File: config.mk
export PLATFORM = sky130hd
export DESIGN_NAME = flyback_pwm_sequencer
export DESIGN_NICKNAME = d
export VERILOG_FILES = /design/src/rtl/pwm_pkg.sv /design/src/rtl/cmp_sync.sv /design/src/rtl/flyback_pwm_sequencer.sv
export SDC_FILE = /design/constraint.sdc
export NUM_CORES = 1
export LEC_CHECK = 0
export BUFFER_PORTS_ARGS = -buffer_cell sky130_fd_sc_hd__buf_2
export CAP_MARGIN = 25
export CORE_AREA = 2 2 107 160
export CTS_BUF_LIST = sky130_fd_sc_hd__clkbuf_2
export DETAILED_ROUTE_END_ITERATION = 8
export DIE_AREA = 0 0 109 162
export HOLD_SLACK_MARGIN = 0.1
export PLACE_DENSITY = 0.82
export SLEW_MARGIN = 20
export SYNTH_ARGS = -nofsm -noshare
export SYNTH_HDL_FRONTEND = slang
export SYNTH_SLANG_ARGS = --single-unit
File: constraint.sdc
create_clock -name aclk -period 13.9 [get_ports aclk]
set_input_delay 0.695 -clock aclk [delete_from_list [all_inputs] [get_ports aclk]]
set_output_delay 0.695 -clock aclk [all_outputs]
set_load 0.05 [all_outputs]
File: src/rtl/pwm_pkg.sv
// Constants, register map and carrier types of the flyback PWM sequencer.
// Assumes a 10 MHz core clock; all cycle counts below derive from it.
package pwm_pkg;

    // Clock and timing.
    localparam int CLK_HZ = 10_000_000;
    localparam int CLK_NS = 1_000_000_000 / CLK_HZ;
    localparam int T_ON_MIN_NS = 300;
    localparam int ON_MIN_CYC = (T_ON_MIN_NS + CLK_NS - 1) / CLK_NS;
    localparam int SS_TIME_MS = 8;
    localparam int SS_STEPS = 8;
    localparam int SS_CYC = SS_TIME_MS * (CLK_HZ / 1000);
    localparam int RESTART_TIME_MS = 1000;
    localparam int RESTART_CYC = RESTART_TIME_MS * (CLK_HZ / 1000);
    localparam int FM_HZ = 260;
    localparam int FM_CYC = CLK_HZ / FM_HZ;
    localparam int JIT_PCT = 7;
    localparam int DMAX_PCT = 75;

    // Switching frequency options.
    localparam int FOSC_X_KHZ = 30;
    localparam int FOSC_L_KHZ = 60;
    localparam int FOSC_H_KHZ = 120;
    localparam int FOSC_MIN_KHZ = 15;
    localparam int PER_X = CLK_HZ / (FOSC_X_KHZ * 1000);
    localparam int PER_L = CLK_HZ / (FOSC_L_KHZ * 1000);
    localparam int PER_H = CLK_HZ / (FOSC_H_KHZ * 1000);
    localparam int PER_MIN = CLK_HZ / (FOSC_MIN_KHZ * 1000);
    localparam int DEV_X = PER_X * JIT_PCT / 100;
    localparam int DEV_L = PER_L * JIT_PCT / 100;
    localparam int DEV_H = PER_H * JIT_PCT / 100;
    localparam logic [1:0] FSEL_X = 2'h0;
    localparam logic [1:0] FSEL_L = 2'h1;

    // Register map, byte offsets.
    localparam int ADDR_W = 4;
    localparam logic [3:0] REG_CTRL = 4'h0;
    localparam logic [3:0] REG_STATUS = 4'h4;
    localparam logic [3:0] REG_IRQ_STATUS = 4'h8;
    localparam logic [3:0] REG_IRQ_MASK = 4'hc;
    localparam logic [1:0] CTRL_FSEL_RESET = 2'h1;
    localparam int CTRL_FSEL_LSB = 0;
    localparam int STAT_PHASE_LSB = 0;
    localparam int STAT_LOCKOUT_BIT = 2;
    localparam int STAT_GATE_BIT = 3;
    localparam int STAT_STEP_LSB = 4;
    localparam int STAT_SKIP_LSB = 8;
    localparam int STAT_CHG_BIT = 11;
    localparam int STAT_CHGHI_BIT = 12;
    localparam int IRQ_W = 4;
    localparam int IRQ_FAULT = 0;
    localparam int IRQ_SKIP = 1;
    localparam int IRQ_SS_DONE = 2;
    localparam int IRQ_LOCKOUT = 3;
    localparam logic [1:0] RESP_OKAY = 2'h0;
    localparam logic [1:0] RESP_SLVERR = 2'h2;

    typedef enum logic [1:0] {
        ST_LOCKOUT = 2'h0,
        ST_SOFT = 2'h1,
        ST_RUN = 2'h3,
        ST_WAIT = 2'h2
    } phase_t;

    // Analog comparator results, one bit each.
    typedef struct packed {
        logic drain_above_start;
        logic supply_above_1v;
        logic supply_above_on;
        logic supply_above_off;
        logic supply_above_reenable;
        logic peak_current_limit;
        logic fault_trip;
    } cmp_t;

    function automatic logic [8:0] period_nom(input logic [1:0] fsel);
        case (fsel)
            FSEL_X: period_nom = 9'(PER_X);
            FSEL_L: period_nom = 9'(PER_L);
            default: period_nom = 9'(PER_H);
        endcase
    endfunction : period_nom

    function automatic logic [4:0] jit_dev(input logic [1:0] fsel);
        case (fsel)
            FSEL_X: jit_dev = 5'(DEV_X);
            FSEL_L: jit_dev = 5'(DEV_L);
            default: jit_dev = 5'(DEV_H);
        endcase
    endfunction : jit_dev

    function automatic logic [2:0] skip_max(input logic [1:0] fsel);
        case (fsel)
            FSEL_X: skip_max = 3'(PER_MIN / PER_X - 1);
            FSEL_L: skip_max = 3'(PER_MIN / PER_L - 1);
            default: skip_max = 3'(PER_MIN / PER_H - 1);
        endcase
    endfunction : skip_max

endpackage : pwm_pkg

File: src/rtl/cmp_sync.sv
// Two-stage synchroniser for the analog comparator outputs.
// Assumes the comparator levels may change at any time relative to aclk.
module cmp_sync (
    // Clock
    input wire logic aclk,
    // Raw and synchronised comparator levels
    input wire pwm_pkg::cmp_t raw,
    output pwm_pkg::cmp_t synced
);
    typedef struct packed {
        pwm_pkg::cmp_t first;
        pwm_pkg::cmp_t second;
    } sync_t;

    sync_t s;
    sync_t next_s;

    // No reset: the chain flushes within two edges and resetting it buys nothing.
    always_comb begin
        next_s.first = raw;
        next_s.second = s.first;
    end

    always_ff @(posedge aclk) begin
        s <= next_s;
    end

    assign synced = s.second;
endmodule : cmp_sync

File: src/rtl/flyback_pwm_sequencer.sv
// Digital control core of a current-mode flyback converter with AXI4-Lite registers.
// Assumes comparator inputs from the analog stage and a single 10 MHz clock.
//
// Added by the designer: register access over AXI4-Lite and the register addresses.
module flyback_pwm_sequencer #(
    parameter int SS_CYC_P = pwm_pkg::SS_CYC,
    parameter int RESTART_CYC_P = pwm_pkg::RESTART_CYC,
    parameter int FM_CYC_P = pwm_pkg::FM_CYC
) (
    // Clock and reset
    input wire logic aclk,
    input wire logic aresetn,
    // Analog comparators
    input wire pwm_pkg::cmp_t cmp,
    // Power stage controls
    output logic gate_on,
    output logic hv_source_en,
    output logic charge_current_high,
    output logic [3:0] limit_step,
    output logic undervoltage_lockout,
    // AXI4-Lite write channels
    input wire logic awvalid,
    output logic awready,
    input wire logic [pwm_pkg::ADDR_W-1:0] awaddr,
    input wire logic wvalid,
    output logic wready,
    input wire logic [31:0] wdata,
    input wire logic [3:0] wstrb,
    output logic bvalid,
    input wire logic bready,
    output logic [1:0] bresp,
    // AXI4-Lite read channels
    input wire logic arvalid,
    output logic arready,
    input wire logic [pwm_pkg::ADDR_W-1:0] araddr,
    output logic rvalid,
    input wire logic rready,
    output logic [31:0] rdata,
    output logic [1:0] rresp,
    // Interrupt
    output logic irq
);
    localparam logic [23:0] SS_STEP_LAST = 24'(SS_CYC_P / pwm_pkg::SS_STEPS - 1);
    localparam logic [23:0] RESTART_LAST = 24'(RESTART_CYC_P - 1);
    localparam logic [3:0] STEP_FULL = 4'(pwm_pkg::SS_STEPS);
    localparam logic [2:0] ON_MIN = 3'(pwm_pkg::ON_MIN_CYC);
    localparam int JIT_STEP_X = FM_CYC_P / (4 * pwm_pkg::DEV_X);
    localparam int JIT_STEP_L = FM_CYC_P / (4 * pwm_pkg::DEV_L);
    localparam int JIT_STEP_H = FM_CYC_P / (4 * pwm_pkg::DEV_H);

    typedef struct packed {
        pwm_pkg::phase_t phase;
        logic lockout;
        logic gate;
        logic charging;
        logic chg_high;
        logic [3:0] step;
        logic [23:0] tmr;
        logic [8:0] cyc;
        logic [2:0] on_cnt;
        logic early;
        logic [2:0] skip_lvl;
        logic [2:0] skip_cnt;
        logic signed [5:0] jit;
        logic jit_up;
        logic [15:0] jit_tmr;
        logic [1:0] fsel;
        logic [pwm_pkg::IRQ_W-1:0] ist;
        logic [pwm_pkg::IRQ_W-1:0] imask;
        logic irq;
        logic aw_ok;
        logic [pwm_pkg::ADDR_W-1:0] aw_addr;
        logic w_ok;
        logic [31:0] wdata;
        logic [3:0] wstrb;
        logic awready;
        logic wready;
        logic bvalid;
        logic [1:0] bresp;
        logic arready;
        logic rvalid;
        logic [31:0] rdata;
        logic [1:0] rresp;
    } state_t;

    state_t s;
    state_t next_s;
    pwm_pkg::cmp_t c;

    // Jitter slope: one period step per interval gives a full triangle at the modulation rate.
    function automatic logic [15:0] jit_interval(input logic [1:0] fsel);
        case (fsel)
            pwm_pkg::FSEL_X: jit_interval = 16'(JIT_STEP_X - 1);
            pwm_pkg::FSEL_L: jit_interval = 16'(JIT_STEP_L - 1);
            default: jit_interval = 16'(JIT_STEP_H - 1);
        endcase
    endfunction : jit_interval

    cmp_sync u_sync (
        .aclk(aclk),
        .raw(cmp),
        .synced(c)
    );

    logic [9:0] per_sum;
    logic [8:0] per;
    logic [15:0] duty_prod;
    logic wrap;
    logic running;
    logic signed [5:0] dev;
    logic wr;
    logic [pwm_pkg::IRQ_W-1:0] clr;
    logic [pwm_pkg::IRQ_W-1:0] ev;
    logic [31:0] rd;

    always_comb begin
        next_s = s;
        clr = '0;
        ev = '0;
        rd = '0;
        dev = $signed({1'b0, pwm_pkg::jit_dev(s.fsel)});
        per_sum = 10'($signed({1'b0, pwm_pkg::period_nom(s.fsel)}) + s.jit);
        per = per_sum[8:0];
        duty_prod = 16'(per * 7'(pwm_pkg::DMAX_PCT));
        wrap = s.cyc >= per - 9'h1;
        running = (s.phase == pwm_pkg::ST_SOFT) || (s.phase == pwm_pkg::ST_RUN);
        wr = s.aw_ok && s.w_ok && !s.bvalid;

        // Write address and data are taken independently, in either order.
        if (s.awready && awvalid) begin
            next_s.aw_ok = 1'b1;
            next_s.aw_addr = awaddr;
        end
        if (s.wready && wvalid) begin
            next_s.w_ok = 1'b1;
            next_s.wdata = wdata;
            next_s.wstrb = wstrb;
        end
        if (s.bvalid && bready) begin
            next_s.bvalid = 1'b0;
        end
        if (wr) begin
            next_s.aw_ok = 1'b0;
            next_s.w_ok = 1'b0;
            next_s.bvalid = 1'b1;
            next_s.bresp = pwm_pkg::RESP_OKAY;
            case (s.aw_addr)
                pwm_pkg::REG_CTRL: begin
                    if (s.wstrb[0]) begin
                        next_s.fsel = s.wdata[pwm_pkg::CTRL_FSEL_LSB +: 2];
                    end
                end
                pwm_pkg::REG_STATUS: begin
                end
                pwm_pkg::REG_IRQ_STATUS: begin
                    if (s.wstrb[0]) begin
                        clr = s.wdata[pwm_pkg::IRQ_W-1:0];
                    end
                end
                pwm_pkg::REG_IRQ_MASK: begin
                    if (s.wstrb[0]) begin
                        next_s.imask = s.wdata[pwm_pkg::IRQ_W-1:0];
                    end
                end
                default: begin
                    next_s.bresp = pwm_pkg::RESP_SLVERR;
                end
            endcase
        end
        next_s.awready = !next_s.aw_ok && !next_s.bvalid;
        next_s.wready = !next_s.w_ok && !next_s.bvalid;

        // Read: one outstanding, data captured when the address is taken.
        rd[pwm_pkg::STAT_PHASE_LSB +: 2] = s.phase;
        rd[pwm_pkg::STAT_LOCKOUT_BIT] = s.lockout;
        rd[pwm_pkg::STAT_GATE_BIT] = s.gate;
        rd[pwm_pkg::STAT_STEP_LSB +: 4] = s.step;
        rd[pwm_pkg::STAT_SKIP_LSB +: 3] = s.skip_lvl;
        rd[pwm_pkg::STAT_CHG_BIT] = s.charging;
        rd[pwm_pkg::STAT_CHGHI_BIT] = s.chg_high;
        if (s.arready && arvalid) begin
            next_s.arready = 1'b0;
            next_s.rvalid = 1'b1;
            next_s.rresp = pwm_pkg::RESP_OKAY;
            case (araddr)
                pwm_pkg::REG_CTRL: next_s.rdata = 32'(s.fsel);
                pwm_pkg::REG_STATUS: next_s.rdata = rd;
                pwm_pkg::REG_IRQ_STATUS: next_s.rdata = 32'(s.ist);
                pwm_pkg::REG_IRQ_MASK: next_s.rdata = 32'(s.imask);
                default: begin
                    next_s.rdata = '0;
                    next_s.rresp = pwm_pkg::RESP_SLVERR;
                end
            endcase
        end
        if (s.rvalid && rready) begin
            next_s.rvalid = 1'b0;
            next_s.arready = 1'b1;
        end

        // Triangle jitter of the period between -dev and +dev.
        next_s.jit_tmr = s.jit_tmr + 16'h1;
        if (s.jit_tmr >= jit_interval(s.fsel)) begin
            next_s.jit_tmr = '0;
            if (s.jit_up) begin
                if (s.jit >= dev) begin
                    next_s.jit_up = 1'b0;
                    next_s.jit = s.jit - 6'sh1;
                end else begin
                    next_s.jit = s.jit + 6'sh1;
                end
            end else begin
                if (s.jit <= -dev) begin
                    next_s.jit_up = 1'b1;
                    next_s.jit = s.jit + 6'sh1;
                end else begin
                    next_s.jit = s.jit - 6'sh1;
                end
            end
        end

        // Oscillator and gate.
        next_s.cyc = wrap ? 9'h0 : s.cyc + 9'h1;
        if (s.gate) begin
            if (s.on_cnt != 3'h7) begin
                next_s.on_cnt = s.on_cnt + 3'h1;
            end
            if (c.peak_current_limit && s.on_cnt < ON_MIN) begin
                next_s.early = 1'b1;
            end
            // Turn-off waits for the minimum on-time even if the limit tripped earlier.
            if ((c.peak_current_limit || {7'h0, s.cyc} >= duty_prod / 16'd100) && s.on_cnt >= ON_MIN) begin
                next_s.gate = 1'b0;
                next_s.early = 1'b0;
                if (s.early) begin
                    if (s.skip_lvl < pwm_pkg::skip_max(s.fsel)) begin
                        next_s.skip_lvl = s.skip_lvl + 3'h1;
                        ev[pwm_pkg::IRQ_SKIP] = 1'b1;
                    end
                end else if (s.skip_lvl != 3'h0) begin
                    next_s.skip_lvl = s.skip_lvl - 3'h1;
                end
            end
        end else if (wrap && running) begin
            if (s.skip_cnt == 3'h0) begin
                next_s.gate = 1'b1;
                next_s.on_cnt = 3'h1;
                next_s.skip_cnt = s.skip_lvl;
            end else begin
                next_s.skip_cnt = s.skip_cnt - 3'h1;
            end
        end

        // Start-up, soft-start and restart sequencing.
        next_s.tmr = s.tmr + 24'h1;
        case (s.phase)
            pwm_pkg::ST_LOCKOUT: begin
                next_s.tmr = '0;
                if (c.supply_above_on) begin
                    next_s.phase = pwm_pkg::ST_SOFT;
                    next_s.lockout = 1'b0;
                    next_s.step = '0;
                end
            end
            pwm_pkg::ST_SOFT: begin
                if (s.tmr == SS_STEP_LAST) begin
                    next_s.tmr = '0;
                    next_s.step = s.step + 4'h1;
                    if (s.step == STEP_FULL - 4'h1) begin
                        next_s.phase = pwm_pkg::ST_RUN;
                        ev[pwm_pkg::IRQ_SS_DONE] = 1'b1;
                    end
                end
            end
            pwm_pkg::ST_RUN: begin
                next_s.tmr = '0;
            end
            pwm_pkg::ST_WAIT: begin
                if (s.tmr == RESTART_LAST) begin
                    next_s.tmr = '0;
                    next_s.step = '0;
                    next_s.phase = pwm_pkg::ST_SOFT;
                end
            end
            default: begin
                next_s.phase = pwm_pkg::ST_LOCKOUT;
            end
        endcase
        if (running && c.fault_trip) begin
            next_s.phase = pwm_pkg::ST_WAIT;
            next_s.tmr = '0;
            next_s.step = '0;
            ev[pwm_pkg::IRQ_FAULT] = 1'b1;
        end
        if (s.phase != pwm_pkg::ST_LOCKOUT && !c.supply_above_off) begin
            next_s.phase = pwm_pkg::ST_LOCKOUT;
            next_s.lockout = 1'b1;
            next_s.step = '0;
            ev[pwm_pkg::IRQ_LOCKOUT] = 1'b1;
        end
        if (next_s.phase == pwm_pkg::ST_LOCKOUT || next_s.phase == pwm_pkg::ST_WAIT) begin
            next_s.gate = 1'b0;
            next_s.skip_lvl = '0;
            next_s.skip_cnt = '0;
            next_s.early = 1'b0;
        end

        // Charger is hysteretic: on below the re-enable level, off at the turn-on level.
        if (!(next_s.phase == pwm_pkg::ST_LOCKOUT || next_s.phase == pwm_pkg::ST_WAIT)
                || c.supply_above_on || !c.drain_above_start) begin
            next_s.charging = 1'b0;
        end else if (!c.supply_above_reenable) begin
            next_s.charging = 1'b1;
        end
        next_s.chg_high = next_s.charging && c.supply_above_1v;

        // A new event wins over a clear in the same cycle.
        next_s.ist = (s.ist & ~clr) | ev;
        next_s.irq = |(next_s.ist & next_s.imask);

        if (!aresetn) begin
            next_s = '0;
            next_s.phase = pwm_pkg::ST_LOCKOUT;
            next_s.lockout = 1'b1;
            next_s.fsel = pwm_pkg::CTRL_FSEL_RESET;
            next_s.jit_up = 1'b1;
            next_s.awready = 1'b1;
            next_s.wready = 1'b1;
            next_s.arready = 1'b1;
        end
    end

    always_ff @(posedge aclk) begin
        s <= next_s;
    end

    assign gate_on = s.gate;
    assign hv_source_en = s.charging;
    assign charge_current_high = s.chg_high;
    assign limit_step = s.step;
    assign undervoltage_lockout = s.lockout;
    assign awready = s.awready;
    assign wready = s.wready;
    assign bvalid = s.bvalid;
    assign bresp = s.bresp;
    assign arready = s.arready;
    assign rvalid = s.rvalid;
    assign rdata = s.rdata;
    assign rresp = s.rresp;
    assign irq = s.irq;
endmodule : flyback_pwm_sequencer

# --- After elaboration in Yosys (flattened, before gate mapping) ---
# Cells that the tools add are included.
totals:
  reg_bits: 184
  wordCells: 218
  output_inout_bits: 50
  inputBits: 58
classes:
  n_reduce_logical: 58
  magnitude_cmp: 8
  add_sub_neg: 13
  n_mux: 65
  multipliers: 1
  n_eq_ne: 20
  bitwise: 6
  n_div: 1
op_table:
  columns: ["cell", "count"]
  rows:
  - ["$pmux W24 S3", 1]
  - ["$mux W28", 2]
  - ["$pmux W13 S4", 1]
  - ["$mux W3", 14]
  - ["$mux W37", 1]
  - ["$mux W4", 8]
  - ["$add A24 B1 Y24 const B", 1]
  - ["$eq A24 B14 Y1 const B", 1]
  - ["$eq A24 B24 Y1 const B", 1]
  - ["$mux W1", 22]
  - ["$pmux W11 S2", 1]
  - ["$pmux W9 S2", 1]
  - ["$add A16 B1 Y16 const B", 1]
  - ["$div A16 B7 Y16 const B", 1]
  - ["$eq A4 B4 Y1 const B", 4]
  - ["$ge A16 B16 Y1", 1]
  - ["$ge A9 B16 Y1", 1]
  - ["$mul A9 B7 Y16 const B", 1]
  - ["$logic_and A1 B1 Y1", 15]
  - ["$reduce_or A2 Y1", 7]
  - ["$eq A4 B3 Y1 const B", 3]
  - ["$mux W2", 6]
  - ["$mux W6", 2]
  - ["$pmux W4 S3", 1]
  - ["41 further kinds", 75]

# --- Logic depth before layout (Yosys ltp) ---
# Gate-level depths: netlist of run 1.
depth:
  ltp_word: 18
  mapped_depth: 67
  ltp_nobuf: 63

# --- Modules after synthesis ---
# From an unflattened synthesis of run 1, not the netlist that was laid out.
unflattened:
  hier_cells: 1223
  area_unflattened_um2: 10189.8
by_module_without_submodules:
  columns: ["module", "cells_per_inst", "n_inst", "seq_area_each_um2", "area_each_um2"]
  rows:
  - ["flyback_pwm_sequencer", 1209, 1, 2362.3, 9909.5]
  - ["cmp_sync", 14, 1, 280.3, 280.3]

# --- Worst setup path before layout of run 1 ---
# Ideal clock, no wire load.
synth_path:
  path_kind: "flip-flop to flip-flop"
  from: "register s[93] (netlist name)"
  to: "register s, in the netlist irq"
  path_slack_ns: 1.612
  setup_time_ns: 0.120
  path_stages_with_launch: 63
  t_arrival_ns: 12.168
  path_cell_list: "dfxtp_1 clkbuf_1 inv_1 nand2_1 ha_1 fa_1 a21oi_1 a21oi_1 o21bai_1 nor2b_1 a21oi_1 o21ai_0 a21oi_1 inv_1 ha_1 ha_1 fa_1 fa_1 [... 27 more ...] ha_1 nand2b_1 a21o_1 a21oi_1 nor2b_1 o21ai_0 nand2b_1 a21oi_1 nor2b_1 o21ai_0 nand2b_1 a21oi_1 a21oi_1 o22ai_1 nor2_1 a22oi_1 nor2_1 o31a_1"
synth_via:
  elab_chain_cells: 13
  elab_cells_between_ends: 21
synth_lines:
  columns: ["item", "line", "rtl"]
  rows:
  - ["start: declaration", "flyback_pwm_sequencer.sv:86", "state_t s;"]
  - ["start signal: assignment", "flyback_pwm_sequencer.sv:334", "s <= next_s;"]
  - ["$eq A2 B1 Y1 or $logic_not A2 Y1 (tied branches)", "pwm_pkg.sv:77, pwm_pkg.sv:93", null]
  - ["$pmux W9 S2 or $pmux W3 S2 (tied branches)", "pwm_pkg.sv:77, pwm_pkg.sv:93", null]
  - ["$add A9 B6 Y9 or $mux W3 (tied branches)", "flyback_pwm_sequencer.sv:122, flyback_pwm_sequencer.sv:235", null]
  - ["$mul A9 B7 Y16 or $mux W3 (tied branches)", "flyback_pwm_sequencer.sv:124, flyback_pwm_sequencer.sv:232", null]
  - ["$div A16 B7 Y16 or $mux W3 (tied branches)", "flyback_pwm_sequencer.sv:232, flyback_pwm_sequencer.sv:224", null]
  - ["$ge A9 B16 Y1 or $lt A3 B3 Y1 (tied branches)", "flyback_pwm_sequencer.sv:232, flyback_pwm_sequencer.sv:236", null]
  - ["$logic_or A1 B1 Y1 or $mux W1 (tied branches)", "flyback_pwm_sequencer.sv:232, flyback_pwm_sequencer.sv:236", null]
  - ["$logic_and A1 B1 Y1 or $mux W1 (tied branches)", "flyback_pwm_sequencer.sv:232, flyback_pwm_sequencer.sv:235", null]
  - ["$mux W1 (*)", "flyback_pwm_sequencer.sv:232", "if ((c.peak_current_limit || {7'h0, s.cyc} >= duty_prod / 16'd100) && s.on_cnt >= ON_MIN) begin"]
  - ["$mux W1 (*)", "flyback_pwm_sequencer.sv:224", "if (s.gate) begin"]
  - ["$or A4 B4 Y4 (*)", "flyback_pwm_sequencer.sv:318", "next_s.ist = (s.ist & ~clr) | ev;"]
  - ["$and A4 B4 Y4 (*)", "flyback_pwm_sequencer.sv:319", "next_s.irq = |(next_s.ist & next_s.imask);"]
  - ["$reduce_or A4 Y1 (*)", "flyback_pwm_sequencer.sv:319", null]
# Every way passes the cells marked *; elsewhere a longest branch is shown, timed or not. The select of a mux whose other input is x is not followed.
# A chain may end at the register's enable or synchronous reset.

# --- Final worst setup path of run 1 ---
# Ends and elaborated chain as after synthesis.

==> run metrics, run 1 <==
IO Pins=between 100 and 150; CP dominant cell by count=a21oi_1; main area contributors after synthesis=dfxtp_1 27%, ha_1 13%, nor2_1 4.2%; Die Y=162 um; Synth Cell Area=between 9000 and 10,000 sq um; Crit path required time=14.49 ns; yosys warns=0; Remaining Overflow, GRT=0; vias post-DR=8,585; Synth Instances=1,167; dpl hpwl=16,770 um; Startpoint Class=flip-flop; Worst-path clk slew=approximately 0.19 ns; Multi-input gate area=6890 sq um; post-layout instance area=10,810 sq um; Post-synth EDFFs=0; Slowest cell on crit path=fa_1; ANT nets after route=0; post-synth top area cell=dfxtp_1; Via density=5.941; port buffer count=55; Critical Path Max Stage Delay=0.51 ns; register area share after synthesis=a little over a quarter; crit path time final=13.11 ns; prevailing post-synth register cell=dfxtp_1; Starting Density=61.16%; ratio of cells with drive above 1 in the final layout=between 15 and 20%; die area=17,660 sq um; crit path max fanout=12; Reg area=about 2600 sq um; Skew-Pair Late Insertion Delay=0.70 ns; CTS Buf Count=17; post-synth top area share=between 20% and 30%; Die X=~110 um; Mean Syn Cell Area=roughly 8.5 sq um; Least-Margin Pin Slew=about 1.0 ns; wire length per cell=roughly 15 um; largest net degree at the start of global routing=59; crit end category=flip-flop; Rel. slew slack=29.07%; outcome=completed; Worst Path Buf+Inv=6; number of synthesized register bits=approximately 130; clock root cell=clkbuf_2; Global Route Usage Sum=25.57%; Crit path arrival time=13.70 ns; skew final=0.03450 ns; Post-Route WL=22,290 um; fillcell total=1,341; Clock Path Buffers=2; core area=16,190 sq um; Area Overhead vs Synth=9.186%; Placed Instance Area=slightly above 10,000 sq um; Layout Nets=1,394; Fmax achieved=roughly 0.076 GHz; first-pass GRT wire length=roughly 37,000 um; Synth async-reset ratio=0%; CP top delay family=compound AO/OA/AOI/OAI gates; TritonCTS clock tree=yes; initial antenna violation count=1; unique cell type count in the Yosys netlist=97; DRC errors left=0; maxcap violations=0; vias in the first global route=8,396; crit path kind=flip-flop to flip-flop; final hold vios=0; level count of the clock H-tree=4; routability cong.=0.8667; DRT Pass-1 Iters=7; Std-Cell Rows=57; hold crit path type=input pin to flip-flop; TritonCTS Sinks=132; final worst-path cycle share=94.31%; fin. max-slew vios=0; initial DRC count=529; setup violators final=0
==> routing by layer <==
layer | share of wire, % | vias to the layer above | GRT usage (%)
met3 | 3.1 | 61 | 4.575
met2 | 54 | 217 | 49.21
li1 | - | 4215 | -
met1 | 39 | 4092 | 26.37
met4 | 3.6 | 0 | 10.43
met5 | 0 | - | 0
==> cell usage after synthesis, drive strengths merged (18+ instances only) <==
cell   number
a21oi      63
buf        50
a22oi      18
inv        63
and3       19
xnor2      41
nor3       21
xor2       40
mux2i      20
nor2      113
nor2b      38
ha         99
nand3      37
o21ai      44
dfxtp     132
nand2      97
==> through the flow <==
stage | hold WS (ns) | setup slack [ns] | setup TNS (ns) | cells | utilization [%]
detailed placement | 0.3121 | 0.2616 | 0 | 1399 | 63.02
CTS | 0.1700 | 0.2026 | 0 | 1437 | 65.15
finish | 0.2362 | 0.7913 | 0 | 1445 | 66.78
global route | 0.1587 | -0.04675 | -0.05371 | 1445 | 66.78
floorplan | 0.3096 | 1.612 | 0 | 1191 | -
global placement | 0.3108 | 0.6265 | 0 | 1399 | 63.02
==> state kept, by name (all words and copies together), names as in the netlist, 4 cells and up <==
| name | flops |
|---|---|
| s | 84 |
| rdata | 13 |
| u_sync.next_s | 7 |
| u_sync.synced | 7 |
| rd | 5 |
| limit_step | 4 |
==> logic make-up (layout without fill, tap and decap cells) <==
| logic type | Yosys count | count (layout) | synth area share (%) |
|---|---|---|---|
| AO/OA/AOI/OAI | 264 | 264 | 19.86 |
| XOR/XNOR | 81 | 81 | 7.165 |
| adder cells (fa/ha/maj) | 115 | 115 | 15.26 |
| buffers and inverters | 130 | 177 | 6.710 |
| flip-flops | 132 | 132 | 26.69 |
| multiplexers | 28 | 28 | 3.323 |
| other | 1 | 26 | 0.03787 |
| AND/OR/NAND/NOR | 416 | 416 | 20.95 |
==> placed cells by master, fill, tap and decap left out, types with 16 or more instances in the layout <==
master      n
buf_4      21
nor2b_1    38
dfxtp_1   131
nand2_1    96
nand4_1    16
clkbuf_2   19
and3_1     19
o21ai_0    33
a22oi_1    17
conb_1     25
nand3_1    37
nor3_1     18
mux2i_1    18
xnor2_1    39
a21o_1     16
nor2_1    111
a21oi_1    51
inv_1      62
buf_2      55
ha_1       98
xor2_1     40
==> worst paths after layout <==
kind / from / endpoint / slack [ns] / cells past startpoint
worst max-delay path: s[93] / irq / 0.79 / 62
worst min-delay path: awaddr[0] / s[78] / 0.24 / 3
worst max register to register: s[93] / irq / 0.79 / 62
worst min register to register: u_sync.next_s[3] / u_sync.synced[3] / 0.34 / 0
==> worst reg2reg max path: cells and delay by family (launching register included) <==
family	cells	cell delay, ns
and+or+nand+nor	16	2.49
AOI/OAI and AO/OA	29	5.47
muxes	1	0.37
adders and majority gates	10	3.57
DFF	1	0.44
buffers and inverters	6	0.67
==> cell type report <==
| class | instances | share of cell area (%) |
|---|---|---|
| Clock buffer | 19 | 0.8795 |
| Timing Repair Buffer | 83 | 4.652 |
| Antenna cell | 1 | 0.02315 |
| Clock inverter | 12 | 1.666 |
| Tap cell | 206 | 2.384 |
| Sequential cell | 132 | 24.48 |
| Inverter | 63 | 2.187 |
| Multi-Input combinational cell | 929 | 63.73 |
==> repair_timing <==
action / CTS / global route
setup endpoints to repair: 0 / 7
hold buffers: 7 / 0
endpoints found under the hold margin: 7 / 0
resized for setup: 0 / 41
buffers inserted: 0 / 7
Power of run 1 is not shown: default switching activity piles up to over one toggle a cycle in this logic, so the estimate is an artifact.
==> run 2: changes to the inputs <==
--- a/config.mk
+++ b/config.mk
@@ -12,7 +12,9 @@
 export DETAILED_ROUTE_END_ITERATION = 8
 export DIE_AREA = 0 0 109 162
 export HOLD_SLACK_MARGIN = 0.1
+export MAX_ROUTING_LAYER = met4
 export PLACE_DENSITY = 0.82
+export SKIP_LAST_GASP = 1
 export SLEW_MARGIN = 20
 export SYNTH_ARGS = -nofsm -noshare
 export SYNTH_HDL_FRONTEND = slang
==> run 2 against run 1 <==
Against the previous run:
- fmax fell by 0.59%
- global-route usage fell by 0.27 points
- die area did not move
- via count rose by 0.26%
- setup slack got worse by 0.078 ns
- sequential share of layout area barely moved
- routed wire length fell by 0.27%
- critical path depth fell by 2
- critical endpoint unchanged
- highest routed layer unchanged
==> run metrics, run 2 (synthesis gave the netlist of run 1 again) <==
Fmax achieved=0.07584 GHz (was 0.07629 GHz); max reg flops=84 (unchanged); CP dominant cell by count=a21oi_1 (unchanged); wire length per cell=15.32 um (was 15.42 um); Largest Register=s (unchanged); Die X=109 um (unchanged); Layout Nets=1,399 (was 1,394); clock root cell=clkbuf_2 (unchanged); DRC errors left=0 (unchanged); crit path time final=13.19 ns (was 13.11 ns); Final TNS setup=0 ns (unchanged); largest net degree at the start of global routing=59 (unchanged); met2 routed WL=12,060 um (was 12,040 um); Place WS=0.3085 ns (was 0.2616 ns); first-pass GRT wire length=35,700 um (was 37,000 um); crit path kind=flip-flop to flip-flop (unchanged); setup violators final=0 (unchanged); Via density=5.932 (was 5.941); Crit path required time=14.49 ns (about the same); Std-Cell Rows=57 (unchanged); vias post-DR=8,607 (was 8,585); core area=16,190 sq um (unchanged); Slowest cell on crit path=fa_1 (unchanged); Starting Density=61.16% (unchanged); setup slack after layout=0.7137 ns (was 0.7913 ns); skew final=0.04331 ns (was 0.03450 ns); DRT Pass-1 Iters=5 (was 7); final hold vios=0 (unchanged); initial DRC count=358 (was 529); maxcap violations=0 (unchanged); outcome=completed (unchanged); hold crit path type=input pin to flip-flop (unchanged); crit end category=flip-flop (unchanged); TritonCTS Sinks=132 (unchanged); Area Overhead vs Synth=9.338% (was 9.186%); CTS Buf Count=17 (unchanged); max layer used=met4 (unchanged); Worst-path clk slew=0.19 ns (about the same); Die Y=162 um (unchanged); level count of the clock H-tree=4 (unchanged); fin. max-slew vios=0 (unchanged); Post-Route WL=22,230 um (was 22,290 um); vias in the first global route=8,280 (was 8,396); crit path max fanout=12 (unchanged); Least-Margin Pin Slew=1.040 ns (was 1.037 ns); die area=17,660 sq um (unchanged); routability cong.=0.9104 (was 0.8667); Critical Path Max Stage Delay=0.55 ns (was 0.51 ns); Global Route Usage Sum=25.30% (was 25.57%); Crit path arrival time=13.78 ns (was 13.70 ns); most frequent cells in the layout=131 x dfxtp_1, 111 x nor2_1, 98 x ha_1, 95 x nand2_1, 62 x inv_1 (was 131 x dfxtp_1, 111 x nor2_1, 98 x ha_1, 96 x nand2_1, 62 x inv_1); ANT nets after route=0 (unchanged); initial antenna violation count=1 (unchanged); Rel. slew slack=28.86% (was 29.07%); final worst-path cycle share=94.87% (was 94.31%); DRT met1 WL=8529 um (was 8774 um); ratio of cells with drive above 1 in the final layout=15.43% (was 15.11%); Startpoint Class=flip-flop (unchanged); Remaining Overflow, GRT=0 (unchanged); port buffer count=55 (unchanged); R2R setup slack=0.71 ns (was 0.79 ns); Skew-Pair Late Insertion Delay=0.71 ns (was 0.70 ns); IO Pins=108 (unchanged); dpl hpwl=16,690 um (was 16,770 um); WL met3=763 um (was 681 um); most common cell after layout, fill and taps aside=dfxtp_1 (unchanged); TritonCTS clock tree=yes (unchanged); Clock Path Buffers=2 (unchanged)
-- run 2: cell types whose count changed in the layout (fill, tap and decap cells not counted), sizes merged --
cell	delta
clkinvlp	+2
buf	+5
clkbuf	-1
bufinv	-2
inv	+2
-- run 2: repair_timing --
action / 4_1_cts / 5_1_grt
endpoints found under the hold margin: 7 / 0
setup endpoints to repair: 0 / 7
hold buffers: 7 / 0
resized for setup: 0 / 40
buffers inserted: 0 / 9
-- run 2: critical path, delay by kind of cell, from the launching register on --
family	cells	cell delay (ns)
AND/OR/NAND/NOR	16	2.40
multiplexers	2	0.36
adder cells (fa/ha/maj)	10	3.62
flip-flops	1	0.43
AO/OA/AOI/OAI	28	5.57
buffers and inverters	4	0.66
-- run 2: path summary, 6_finish.rpt --
kind                                        from          endpoint  cells past startpoint
worst min-delay path                      rready           arready                      3
worst max register to register             s[93]               irq                     60
worst max-delay path                       s[93]               irq                     60
worst min register to register  u_sync.next_s[0]  u_sync.synced[0]                      0
-- run 2: metrics by stage --
stage	utilization [%]	cells	area [sq um]	hold slack, ns
3_5_place_dp	63.16	1402	10220	0.3150
4_1_cts	65.10	1441	10540	0.1795
5_1_grt	66.88	1451	10830	0.1818
6_report	66.88	1451	10830	0.2273
3_3_place_gp	63.16	1402	10220	0.3110
2_1_floorplan	-	1191	9992	0.3096
-- run 2: area by class of cell --
cell class              count  area, sq um
inverters                  63        236.5
clock buffers              18        90.09
diodes                      1        2.502
multi-input cells         929         6887
fillers                  1342         5363
clock inverters            14        153.9
repair buffers             88        553.0
well taps                 206        257.7
flip-flops and latches    132         2646
-- run 2: layer usage --
layer / global-route usage (%) / vias to the layer above
met4: 12.82 / 0
met2: 46.75 / 245
met5: - / -
met3: 4.053 / 69
li1: - / 4219
met1: 24.89 / 4074
Power of run 2 is left out for the same reason.
==> run 3: changes to the inputs <==
--- a/config.mk
+++ b/config.mk
@@ -7,13 +7,15 @@
 export LEC_CHECK = 0
 export BUFFER_PORTS_ARGS = -buffer_cell sky130_fd_sc_hd__buf_2
 export CAP_MARGIN = 25
-export CORE_AREA = 2 2 107 160
+export CELL_PAD_IN_SITES_DETAIL_PLACEMENT = 0
+export CELL_PAD_IN_SITES_GLOBAL_PLACEMENT = 1
+export CORE_AREA = 2 2 122 183
 export CTS_BUF_LIST = sky130_fd_sc_hd__clkbuf_2
 export DETAILED_ROUTE_END_ITERATION = 8
-export DIE_AREA = 0 0 109 162
+export DIE_AREA = 0 0 124 185
 export HOLD_SLACK_MARGIN = 0.1
 export MAX_ROUTING_LAYER = met4
-export PLACE_DENSITY = 0.82
+export PLACE_DENSITY_LB_ADDON = 0.1
 export SKIP_LAST_GASP = 1
 export SLEW_MARGIN = 20
 export SYNTH_ARGS = -nofsm -noshare
==> run 3 against run 2 <==
Against the previous run:
- critical path depth increased by 2
- first-iteration DRC count down 17%
- largest cell class unchanged
- sequential cell count is the same
- register-to-register slack gained 0.096 ns
- via count fell by 3.6%
- critical endpoint unchanged
- die area grew 30%
- sequential share of layout area fell by 0.23 points
- global-route usage decreased by 3.7 points
- routed wire length is 3.7% higher
- cell count increased by 5.7%
- clock skew is 0.0087 ns lower
- count of clock-buffer cells in the layout shrank 1
==> run metrics, run 3 (synthesis gave the netlist of run 1 again) <==
outcome=completed (unchanged); Placed Instance Area=10,500 sq um (was 10,220 sq um); dpl hpwl=18,000 um (was 16,690 um); FF-to-FF Start=s[93] (unchanged); Least-Margin Pin Slew=0.9243 ns (was 1.040 ns); Layout Nets=1,416 (was 1,399); TritonCTS clock tree=yes (unchanged); Worst Hold Endpoint=s[79] (was arready); die area=22,940 sq um (was 17,660 sq um); Crit path required time=14.51 ns (was 14.49 ns); Startpoint Class=flip-flop (unchanged); port buffer count=55 (unchanged); Final TNS setup=0 ns (unchanged); ANT nets after route=0 (unchanged); clock root cell=clkbuf_2 (unchanged); Slowest cell on crit path=fa_1 (unchanged); Critical Path Max Stage Delay=0.50 ns (was 0.55 ns); RR Endpoint=irq (unchanged); Worst Hold Depth=3 (unchanged); fin. max-slew vios=0 (unchanged); max reg flops=84 (unchanged); Remaining Overflow, GRT=0 (unchanged); initial antenna violation count=1 (unchanged); Starting Density=46.12% (was 61.16%); vias post-DR=8,293 (was 8,607); Worst-path clk slew=0.20 ns (was 0.19 ns); most frequent cells in the layout=132 x dfxtp_1, 110 x nor2_1, 99 x ha_1, 96 x nand2_1, 62 x inv_1 (was 131 x dfxtp_1, 111 x nor2_1, 98 x ha_1, 95 x nand2_1, 62 x inv_1); Multi-input gate area=6782 sq um (was 6887 sq um); Die Y=185 um (was 162 um); vias in the first global route=8,126 (was 8,280); Std-Cell Rows=66 (was 57); Global Route Usage Sum=21.59% (was 25.30%); level count of the clock H-tree=4 (unchanged); wire length per cell=15.02 um (was 15.32 um); Die X=124 um (was 109 um); Rel. slew slack=37.91% (was 28.86%); Post-Route WL=23,050 um (was 22,230 um); hold path startpoint=awaddr[1] (was rready); Clock Path Buffers=2 (unchanged); initial DRC count=296 (was 358); crit end category=flip-flop (unchanged); hold crit path type=input pin to flip-flop (unchanged); maxcap violations=0 (unchanged); Area Overhead vs Synth=10.21% (was 9.338%); Place WS=0.4177 ns (was 0.3085 ns); most common cell after layout, fill and taps aside=dfxtp_1 (unchanged); Skew-Pair Late Insertion Delay=0.71 ns (about the same); cells on worst reg2reg path=62 (was 60); post-layout instance area=10,910 sq um (was 10,830 sq um); Largest Register=s (unchanged); first-pass GRT wire length=38,550 um (was 35,700 um); routability cong.=0.8059 (was 0.9104); skew final=0.03459 ns (was 0.04331 ns); crit path kind=flip-flop to flip-flop (unchanged); CP dominant cell by count=a21oi_1 (unchanged); fillcell total=2,174 (was 1,342); IO Pins=108 (unchanged); # Post-CTS Setup Buffers=0 (unchanged); Reg area=2643 sq um (was 2646 sq um); core area=21,470 sq um (was 16,190 sq um); crit path max fanout=9 (was 12); largest net degree at the start of global routing=59 (unchanged); Via density=5.406 (was 5.932); CTS Buf Count=17 (unchanged); Fmax achieved=0.07639 GHz (was 0.07584 GHz); R2R setup slack=0.81 ns (was 0.71 ns); final worst-path cycle share=94.17% (was 94.87%); DRC errors left=0 (unchanged); Crit path arrival time=13.70 ns (was 13.78 ns); ratio of cells with drive above 1 in the final layout=15.46% (was 15.43%); crit path time final=13.09 ns (was 13.19 ns); DRT Pass-1 Iters=5 (unchanged); setup slack after layout=0.8097 ns (was 0.7137 ns); final hold vios=0 (unchanged); setup violators final=0 (unchanged); TritonCTS Sinks=132 (unchanged)
## run 3: cell count changes in the layout (fill, tap and decap cells not counted), sizes merged
| cell | delta |
|---|---|
| buf | +17 |
| clkinvlp | +2 |
| clkbuf | -1 |
| clkinv | -1 |
## run 3: per-stage QoR
step / instances / utilization [%] / hold WS (ns)
after floorplan: 1191 / - / 0.3096
after global placement: 1494 / 48.92 / 0.3117
after detailed placement: 1494 / 48.92 / 0.3128
after CTS: 1533 / 50.37 / 0.1291
after global routing: 1534 / 50.83 / 0.1231
final: 1534 / 50.83 / 0.2198
## run 3: worst max-delay path by stage
stage | cells past startpoint | startpoint | slack, ns | end
final | 62 | s[93] | 0.81 | irq
after global placement | 61 | s[93] | 0.59 | irq
after CTS | 61 | s[93] | 0.39 | irq
after floorplan | 62 | s[93] | 1.61 | irq
after global routing | 62 | s[93] | -0.07 | irq
after detailed placement | 61 | s[93] | 0.42 | irq
## run 3: critical path: cells and delay by family, from the launching register on
family                     cells  cell delay [ns]
AOI/OAI and AO/OA             31             6.03
DFF                            1             0.43
adders and majority gates      9             3.08
muxes                          1             0.36
buffers and inverters          7             0.89
and+or+nand+nor               14             2.21
## run 3: final cells by class
type	instances	share of cell area, %
well taps	272	3.119
diodes	1	0.02293
flip-flops and latches	132	24.21
repair buffers	105	6.122
clock inverters	15	1.433
multi-input cells	929	62.14
clock buffers	17	0.7796
inverters	63	2.167
## run 3: routing by layer
layer / global-route usage, % / vias to the layer above / wire length, um / share of wire [%]
met2: 41.65 / 99 / 12940 / 56
met3: 2.863 / 24 / 377 / 1.6
met1: 22.33 / 3923 / 9403 / 41
li1: - / 4247 / - / -
met5: - / - / 0 / 0
met4: 6.157 / 0 / 331 / 1.4
## run 3: what timing repair did
action	in CTS	in global routing
hold endpoints to repair	7	0
setup endpoints to repair	0	7
gates resized for setup	0	19
hold buffers	7	0
Power of run 3 is left out for the same reason.
